### config.mk
export PLATFORM = sky130hd
export DESIGN_NAME = bmme_exec
export DESIGN_NICKNAME = d
export VERILOG_FILES = /design/src/bmme_exec.v
export VERILOG_INCLUDE_DIRS = /design/src /design/src/pkg
export SDC_FILE = /design/constraint.sdc
export NUM_CORES = 1
export LEC_CHECK = 0
export CAP_MARGIN = 20
export CORE_ASPECT_RATIO = 1.2
export CORE_MARGIN = 2
export CORE_UTILIZATION = 26
export DETAILED_ROUTE_END_ITERATION = 10
export DONT_BUFFER_PORTS = 1
export HOLD_SLACK_MARGIN = 0.08
export SLEW_MARGIN = 10
export SYNTH_ARGS = -nofsm -noshare
export SYNTH_HDL_FRONTEND = slang
export SYNTH_SLANG_ARGS = --single-unit
export TNS_END_PERCENT = 5
### constraint.sdc
create_clock -name CLK_SYS_I -period 5.2 [get_ports CLK_SYS_I]
set_clock_uncertainty 0.15 [all_clocks]
set_input_delay 1.04 -clock CLK_SYS_I [delete_from_list [all_inputs] [get_ports CLK_SYS_I]]
set_output_delay 1.04 -clock CLK_SYS_I [all_outputs]
set_load 0.1 [all_outputs]
### src/pkg/bmme_defs.vh
// Purpose: Constants for the byte-mode memory reference execution block.
// Assumes: Included by its bare name from the design file.
// Notes:   Definitions only; no logic lives here.
`ifndef BMME_DEFS_VH
`define BMME_DEFS_VH

// Instruction field positions.
`define BMME_OPC_HI        15
`define BMME_OPC_LO        11
`define BMME_MODE_HI       10
`define BMME_MODE_LO       9
`define BMME_IND_BIT       8
`define BMME_DISP_HI       7
`define BMME_DISP_LO       0

// High opcode bits of the executed instructions.
`define BMME_OPC_ADD       5'h11
`define BMME_OPC_SUB       5'h12
`define BMME_OPC_LDA       5'h16
`define BMME_OPC_LDX       5'h1C

// Mode field codes.
`define BMME_M_SCRATCH     2'h0
`define BMME_M_REL_FWD     2'h1
`define BMME_M_INDEXED     2'h2
`define BMME_M_REL_ALT     2'h3

// Reset values.
`define BMME_RST_WORD      16'h0000
`define BMME_RST_CYC       2'h0

// Execution time in clock cycles.
`define BMME_CYC_DIRECT    2'h2
`define BMME_CYC_INDIRECT  2'h3

`endif

### src/bmme_exec.v
// Purpose: Executes byte-mode add, subtract, load accumulator and load
//          index memory reference instructions, with word-mode fallback.
// Assumes: Memory answers a read in the same cycle MEM_RD_O is high;
//          all inputs come from logic on CLK_SYS_I.
// Notes:   One instruction at a time; START_I is ignored while busy.
//          Word mode runs the same four opcodes on full-word operands.
//          Other opcodes finish at once with a refusal pulse, no memory read.
//          The overflow flag itself lives outside; only a set pulse leaves here.
//
// Functional notes
// - Byte-mode indicator picks byte or word operands.
// - Byte operand zero-extended into operand word.
// - Bit 7 carry never sets overflow.
// - Relative forward forms word address, mode selects byte.
// - Direct indexed sums displacement and index.
// - Indirect bit fetches address pointer from memory.
// - Exactly one pointer level, never chained.
// - Indirect mode field decoded as word indirect.
// - Pointer location word address; content byte address.
// - Mode 00 indirect: pointer at scratchpad displacement.
// - Mode 01 indirect: pointer at P plus one plus D.
// - Mode 11 indirect: pointer at P minus D.
// - Indirect indexed: pointer content plus index register.
// - Add byte sums operand into accumulator.
// - Addition is full 16-bit, overflow flagged.
// - Subtract byte from accumulator, store difference.
// - Subtraction overflow sets overflow flag.
// - Load accumulator byte, upper half cleared.
// - Load index byte, upper half cleared.
// - Mode 11 selects byte 1, mode 01 byte 0.
// - Two cycles, one more when indirect.
`timescale 1ns/100ps
`include "bmme_defs.vh"

module bmme_exec (
    input  wire        CLK_SYS_I,
    input  wire        RST_I,
    // Request and the register context captured with it.
    input  wire        START_I,
    input  wire [15:0] INSTR_I,
    input  wire        BYTE_MODE_I,
    input  wire [15:0] PROG_CNT_I,
    input  wire [15:0] ACCUM_I,
    input  wire [15:0] INDEX_I,
    // Word memory read path.
    input  wire [15:0] MEM_RDATA_I,
    // Progress, memory request and write-back results.
    output reg         BUSY_O,
    output reg         DONE_O,
    output reg         BAD_OPCODE_O,
    output reg         MEM_RD_O,
    output reg  [15:0] MEM_ADDR_O,
    output reg  [15:0] ACCUM_O,
    output reg         ACCUM_WE_O,
    output reg  [15:0] INDEX_O,
    output reg         INDEX_WE_O,
    output reg         OVERFLOW_FLAG_SET_O,
    output reg  [1:0]  EXEC_CYCLES_O
);

    // One-hot execution states.
    localparam [3:0] S_IDLE   = 4'h1;
    localparam [3:0] S_DECODE = 4'h2;
    localparam [3:0] S_PTR    = 4'h4;
    localparam [3:0] S_OPND   = 4'h8;

    // Captured instruction, register context and cycle count.
    reg  [3:0]  state;
    reg  [15:0] instr;
    reg  [15:0] prog_cnt;
    reg  [15:0] accum;
    reg  [15:0] index;
    reg         byte_mode;
    reg         byte_sel;
    reg  [1:0]  cycles;

    // Decoded instruction fields.
    wire [4:0]  opc      = instr[`BMME_OPC_HI:`BMME_OPC_LO];
    wire [1:0]  mode     = instr[`BMME_MODE_HI:`BMME_MODE_LO];
    wire        indirect = instr[`BMME_IND_BIT];
    wire [15:0] disp     = {8'h00, instr[`BMME_DISP_HI:`BMME_DISP_LO]};
    // Opcode of the word waiting at the inputs.
    wire [4:0]  start_opc = INSTR_I[`BMME_OPC_HI:`BMME_OPC_LO];

    // Opcode is one of the four executed here.
    wire start_ok = (start_opc == `BMME_OPC_ADD) || (start_opc == `BMME_OPC_SUB) ||
                    (start_opc == `BMME_OPC_LDA) || (start_opc == `BMME_OPC_LDX);

    // Address arithmetic, all 16 bits wide so carries out drop.
    wire [15:0] rel_fwd  = prog_cnt + 16'h0001 + disp;
    wire [15:0] rel_back = prog_cnt - disp;
    wire [15:0] disp_idx = disp + index;
    wire [15:0] ptr_idx  = MEM_RDATA_I + index;

    // First read address and byte select, settled before the decode edge.
    reg  [15:0] next_addr;
    reg         next_sel;

    // First address: pointer location when indirect, else operand address.
    always @* begin
        next_addr = disp;
        next_sel  = 1'b0;
        if (indirect) begin
            // Pointer location is always a word address.
            case (mode)
                `BMME_M_SCRATCH: next_addr = disp;
                `BMME_M_REL_FWD: next_addr = rel_fwd;
                `BMME_M_INDEXED: next_addr = disp;
                `BMME_M_REL_ALT: next_addr = rel_back;
                default:         next_addr = disp;
            endcase
        end else if (byte_mode) begin
            // Byte-mode direct forms.
            case (mode)
                `BMME_M_SCRATCH: begin
                    // Byte address D: the word is D halved, bit 0 picks the byte.
                    next_addr = {1'b0, disp[15:1]};
                    next_sel  = disp[0];
                end
                `BMME_M_INDEXED: begin
                    // Byte address D plus X, halved, reaches only the words below 8000h.
                    next_addr = {1'b0, disp_idx[15:1]};
                    next_sel  = disp_idx[0];
                end
                default: begin
                    // Both relative codes go forward; mode bit 1 picks the byte.
                    next_addr = rel_fwd;
                    next_sel  = mode[1];
                end
            endcase
        end else begin
            // Word-mode direct forms.
            case (mode)
                `BMME_M_SCRATCH: next_addr = disp;
                `BMME_M_REL_FWD: next_addr = rel_fwd;
                `BMME_M_INDEXED: next_addr = disp_idx;
                `BMME_M_REL_ALT: next_addr = rel_back;
                default:         next_addr = disp;
            endcase
        end
    end

    // Operand address taken from the pointer word: a byte address in byte mode, a word address in word mode.
    reg  [15:0] eff;

    // Effective address from the fetched pointer, with optional indexing.
    always @* begin
        if (mode == `BMME_M_INDEXED) begin
            eff = ptr_idx;
        end else begin
            eff = MEM_RDATA_I;
        end
    end

    // Operand word and the results of both arithmetic paths.
    reg  [15:0] operand;
    reg  [15:0] sum;
    reg  [15:0] diff;
    reg         add_ovf;
    reg         sub_ovf;

    // Operand forming and full-width arithmetic.
    always @* begin
        if (byte_mode) begin
            if (byte_sel) begin
                operand = {8'h00, MEM_RDATA_I[7:0]};
            end else begin
                operand = {8'h00, MEM_RDATA_I[15:8]};
            end
        end else begin
            operand = MEM_RDATA_I;
        end
        // Both are full words, so a carry out of bit 7 runs on into bit 8.
        sum     = accum + operand;
        diff    = accum - operand;
        // Only a sign overflow of the whole word counts.
        add_ovf = (accum[15] == operand[15]) && (sum[15] != accum[15]);
        sub_ovf = (accum[15] != operand[15]) && (diff[15] != accum[15]);
    end

    // Sequencer: decode, optional pointer fetch, operand fetch and write-back.
    always @(posedge CLK_SYS_I) begin
        if (RST_I) begin
            // Reset clears every output and the captured context.
            state               <= S_IDLE;
            instr               <= `BMME_RST_WORD;
            prog_cnt            <= `BMME_RST_WORD;
            accum               <= `BMME_RST_WORD;
            index               <= `BMME_RST_WORD;
            byte_mode           <= 1'b0;
            byte_sel            <= 1'b0;
            cycles              <= `BMME_RST_CYC;
            BUSY_O              <= 1'b0;
            DONE_O              <= 1'b0;
            BAD_OPCODE_O        <= 1'b0;
            MEM_RD_O            <= 1'b0;
            MEM_ADDR_O          <= `BMME_RST_WORD;
            ACCUM_O             <= `BMME_RST_WORD;
            ACCUM_WE_O          <= 1'b0;
            INDEX_O             <= `BMME_RST_WORD;
            INDEX_WE_O          <= 1'b0;
            OVERFLOW_FLAG_SET_O <= 1'b0;
            EXEC_CYCLES_O       <= `BMME_RST_CYC;
        end else begin
            // Pulses last one cycle unless set again below.
            DONE_O              <= 1'b0;
            BAD_OPCODE_O        <= 1'b0;
            MEM_RD_O            <= 1'b0;
            ACCUM_WE_O          <= 1'b0;
            INDEX_WE_O          <= 1'b0;
            OVERFLOW_FLAG_SET_O <= 1'b0;
            case (state)
                S_IDLE: begin
                    // Wait for a request; only a free unit takes one.
                    if (START_I && start_ok) begin
                        // Capture the instruction and register context.
                        instr     <= INSTR_I;
                        prog_cnt  <= PROG_CNT_I;
                        accum     <= ACCUM_I;
                        index     <= INDEX_I;
                        byte_mode <= BYTE_MODE_I;
                        cycles    <= 2'h1;
                        BUSY_O    <= 1'b1;
                        state     <= S_DECODE;
                    end else if (START_I) begin
                        // Opcodes outside this unit finish at once, untouched.
                        DONE_O       <= 1'b1;
                        BAD_OPCODE_O <= 1'b1;
                    end
                end
                S_DECODE: begin
                    // Issue the first read: pointer location or operand word.
                    MEM_RD_O   <= 1'b1;
                    MEM_ADDR_O <= next_addr;
                    byte_sel   <= next_sel;
                    cycles     <= cycles + 2'h1;
                    // An indirect op spends one more cycle on the pointer.
                    if (indirect) begin
                        state <= S_PTR;
                    end else begin
                        state <= S_OPND;
                    end
                end
                S_PTR: begin
                    // In byte mode pointer content is a byte address; no second level follows.
                    MEM_RD_O <= 1'b1;
                    cycles   <= cycles + 2'h1;
                    // A byte pointer names its word by the pointer halved.
                    if (byte_mode) begin
                        MEM_ADDR_O <= {1'b0, eff[15:1]};
                        byte_sel   <= eff[0];
                    end else begin
                        // Word mode uses the pointer as a word address.
                        MEM_ADDR_O <= eff;
                    end
                    state <= S_OPND;
                end
                S_OPND: begin
                    // Write back the result of the selected operation.
                    case (opc)
                        `BMME_OPC_ADD: begin
                            // Full-word add of the operand, zero-extended in byte mode.
                            ACCUM_O             <= sum;
                            ACCUM_WE_O          <= 1'b1;
                            OVERFLOW_FLAG_SET_O <= add_ovf;
                        end
                        `BMME_OPC_SUB: begin
                            // Full-word subtract of the operand, zero-extended in byte mode.
                            ACCUM_O             <= diff;
                            ACCUM_WE_O          <= 1'b1;
                            OVERFLOW_FLAG_SET_O <= sub_ovf;
                        end
                        `BMME_OPC_LDA: begin
                            // Operand replaces the accumulator; no flag.
                            ACCUM_O    <= operand;
                            ACCUM_WE_O <= 1'b1;
                        end
                        `BMME_OPC_LDX: begin
                            // Operand replaces the index register; no flag.
                            INDEX_O    <= operand;
                            INDEX_WE_O <= 1'b1;
                        end
                        default: begin
                            ACCUM_WE_O <= 1'b0;
                        end
                    endcase
                    // The running count already holds the extra pointer cycle.
                    EXEC_CYCLES_O <= cycles;
                    DONE_O <= 1'b1;
                    BUSY_O <= 1'b0;
                    state  <= S_IDLE;
                end
                default: begin
                    // An illegal state code falls back to idle.
                    BUSY_O <= 1'b0;
                    state  <= S_IDLE;
                end
            endcase
        end
    end

endmodule // bmme_exec

==> results.py <==
metrics = {
    "run_status": {
        "status": "finished clean",
    },
    "detailed_routing": {
        "drt_iter0_drc": 745,
        "detail-route-antenna-nets": 0,
        "route.detailed.drc": 0,
        "drt_first_pass_iters": 5,
        "vias": 9561,
        "viasPerCell": 5.38,
        "post_drt_wl_per_cell_um": 19.8,
        "wirelength_mm": 35.2,
    },
    "finish": {
        "final_cells": 1777,
        "antenna_cells": 0,
        "nNetsFinal": 1445,
        "stdcell_area_mm2": 0.0108,
        "syn_to_final_growth_pct": 9.78,
        "drive_gt1_frac": 0.0586,
        "utilization": 0.287,
    },
    "power": {
        "power_mw": 2.50,
        "p_per_area_mw_per_mm2": 232,
        "p_leak_nw": 3.93,
        "vdd_ir_drop_max_mv": 0.232,
    },
    "placed_design": {
        "dp_hpwl_mm": 27.2,
        "place_inst": 1745,
        "post-place-ws_ps": 1030,
        "numPortBuffers": 0,
        "gp_congestion": 0.904,
        "post_dp_cell_area_mm2": 0.0102,
    },
    "die": {
        "dieArea_mm2": 0.0394,
        "rows": 78,
        "die_x_um": 181,
        "io_pins": 141,
        "dieHeight_um": 217,
        "core-area_mm2": 0.0376,
        "initial_utilization": 0.261,
    },
    "worst_hold_path": {
        "hold_path_depth": 2,
        "hold_path_startpoint": "prog_cnt[0]",
        "hp-class": "flip-flop to flip-flop",
        "hold_end": "prog_cnt[0]",
    },
    "worst_setup_path": {
        "crit_chain": "nand2b_1 > mux2i_1 > ha_1 > nor2b_1 > o31ai_1 > a211oi_1 > o21ai_0 > a21oi_1 > o21ai_0 > nand3_1 > a32oi_1 > a21oi_1",
        "cp-start-kind": "flip-flop",
        "arrival_ps": 4250,
        "rr_startpoint": "byte_sel",
        "crit_path_max_fanout": 8,
        "critPathTopFamily": "compound AO/OA/AOI/OAI gates",
        "required_ps": 5380,
        "worstReg2RegEnd": "ACCUM_O[15]",
        "rr_worst_depth": 12,
        "cp.buffers_inverters": 0,
        "slowest_delay_ps": 540,
        "cp-end-kind": "flip-flop",
        "reg2reg_slack_ps": 1130,
        "crit_slowest_cell": "mux2i_1",
        "worstSetupPathType": "flip-flop to flip-flop",
    },
    "sta": {
        "finalSetupTns_ps": 0,
        "fin_ws_ps": 1130,
        "finalHoldViolCount": 0,
        "max_slew_margin": 0.228,
        "maxSlewViolCount": 0,
        "rsz0062_at_grt": "no",
        "fmax_ghz": 0.246,
        "hold_slack_ps": 320,
        "setup_viol": 0,
        "worst_pin_slew_ps": 1160,
        "min_period_ps": 4070,
        "period_share": 0.782,
    },
    "grt": {
        "overflow": 0,
        "grt_usage": 0.177,
        "antenna_found_initial": 0,
        "grt_pass1_vias": 9167,
        "grt_max_degree": 122,
        "grt_pass1_wl_mm": 53.7,
    },
    "synthesis": {
        "yosysWarnings": 0,
        "synth_seq_cells": 129,
        "synth_top_flop_cell": "dfxtp_1",
        "synth_top_cell_by_area": "dfxtp_1",
        "synth_seq_area_share": 0.263,
        "syn_area_mm2": 0.00982,
        "synth_area_leaders": "dfxtp_1 (26%), ha_1 (9.0%), nand2_1 (8.5%)",
        "yosysMostFrequentCell": "nand2_1",
        "synth_top_cells_by_count": "nand2_1 (223), a21oi_1 (150), dfxtp_1 (129), nor2_1 (106), o21ai_0 (74)",
        "synth.avg_cell_area_um2": 7.38,
        "synth_cells": 1332,
        "yosys.cell_types.count": 82,
        "synth_fp_nets": 1493,
        "synth_edf_count": 0,
        "ys_async_sr_fraction": 0,
        "synth_top_area_frac": 0.263,
    },
    "clocking": {
        "ctsHtreeMaxLevel": 4,
        "path_clk_slew_ps": 70,
        "cts_tree": "built",
        "clock_path_buffers": 2,
        "cts_setup_buffers": 0,
        "numCtsBuffers": 17,
        "insertion_delay_ps": 440,
        "postCtsHoldBufs": 0,
        "clock_sinks": 129,
        "clockRootBuffer": "clkbuf_16",
        "postCtsResizedCells": 0,
    },
    "job": {
        "maxCapViolations": 0,
    },
}
[layout make-up]
class	instances	area [um2]
Fill cell	4059	26800
Tap cell	480	601
Multi-Input combinational cell	1058	6700
Clock buffer	18	439
Timing Repair Buffer	15	113
Inverter	63	236
Clock inverter	14	118
Sequential cell	129	2580
[report_power, final]
group / switching, mW / total, mW / internal [mW]
clock: 0.536 / 1.17 / 0.636
sequential: 0.0323 / 1.03 / 1.00
combinational: 0.181 / 0.294 / 0.113
[worst max-delay path by stage]
stage	from	end	depth (start not counted)
after global routing	byte_sel	ACCUM_O[15]	12
final	byte_sel	ACCUM_O[15]	12
after detailed placement	MEM_RDATA_I[1]	ACCUM_O[15]	11
after global placement	MEM_RDATA_I[1]	ACCUM_O[15]	11
after floorplan	MEM_RDATA_I[1]	ACCUM_O[15]	11
after CTS	byte_sel	ACCUM_O[15]	12
[sequential cells by signal, summed over array words and instances (netlist names)]
name	count
ACCUM_O	16
INDEX_O	16
MEM_ADDR_O	16
accum	16
index	16
instr	16
prog_cnt	16
state	4
EXEC_CYCLES_O	2
cycles	2
ACCUM_WE_O	1
BAD_OPCODE_O	1
BUSY_O	1
DONE_O	1
INDEX_WE_O	1
MEM_RD_O	1
OVERFLOW_FLAG_SET_O	1
byte_mode	1
byte_sel	1
[per-layer routing]
layer  share of wire  track usage
met4           0.034       0.0743
met3           0.051       0.0301
met5               0            0
met2            0.51        0.320
met1            0.41        0.206
[worst reg2reg max path, stage by stage (launching register included)]
cell	delay (ps)
dfxtp_1	330
nand2b_1	440
mux2i_1	550
ha_1	340
nor2b_1	140
o31ai_1	430
a211oi_1	200
o21ai_0	370
a21oi_1	150
o21ai_0	420
nand3_1	140
a32oi_1	220
a21oi_1	80
[kinds of logic after synthesis]
family | count (synthesis) | share of synthesized area
and+or+nand+nor | 467 | 0.213
AOI/OAI and AO/OA | 428 | 0.284
buffers and inverters | 145 | 0.0574
DFF | 129 | 0.263
adders and majority gates | 77 | 0.103
xor gates and xnor gates | 65 | 0.0579
muxes | 21 | 0.0227
[layout by cell type (no fill, tap or decap), types with 6 or more instances in the layout]
| master | synthesis | layout |
|---|---|---|
| nand2_1 | 223 | 223 |
| a21oi_1 | 150 | 150 |
| dfxtp_1 | 129 | 129 |
| nor2_1 | 106 | 106 |
| o21ai_0 | 74 | 73 |
| ha_1 | 71 | 71 |
| inv_1 | 63 | 63 |
| xnor2_1 | 47 | 47 |
| a211oi_1 | 41 | 41 |
| nor3_1 | 26 | 26 |
| o211ai_1 | 22 | 22 |
| mux2i_1 | 20 | 20 |
| xor2_1 | 18 | 18 |
| nor2b_1 | 17 | 17 |
| clkbuf_16 | 0 | 17 |
| nand3_1 | 17 | 16 |
| buf_4 | 1 | 15 |
| nand2b_1 | 14 | 14 |
| o21a_1 | 14 | 14 |
| a31oi_1 | 13 | 13 |
| or3_1 | 11 | 11 |
| a21o_1 | 10 | 10 |
| and3_1 | 10 | 9 |
| o31ai_1 | 8 | 8 |
| o22ai_1 | 7 | 7 |
| inv_6 | 0 | 7 |
| o21bai_1 | 6 | 6 |
| o221ai_1 | 6 | 6 |
| and2_1 | 6 | 6 |
| a2111oi_0 | 6 | 6 |
| a221oi_1 | 6 | 6 |
| or2_2 | 6 | 6 |
| nor4_1 | 6 | 6 |
| fa_1 | 6 | 6 |
Note: power is estimated with default switching activity, not from simulation.
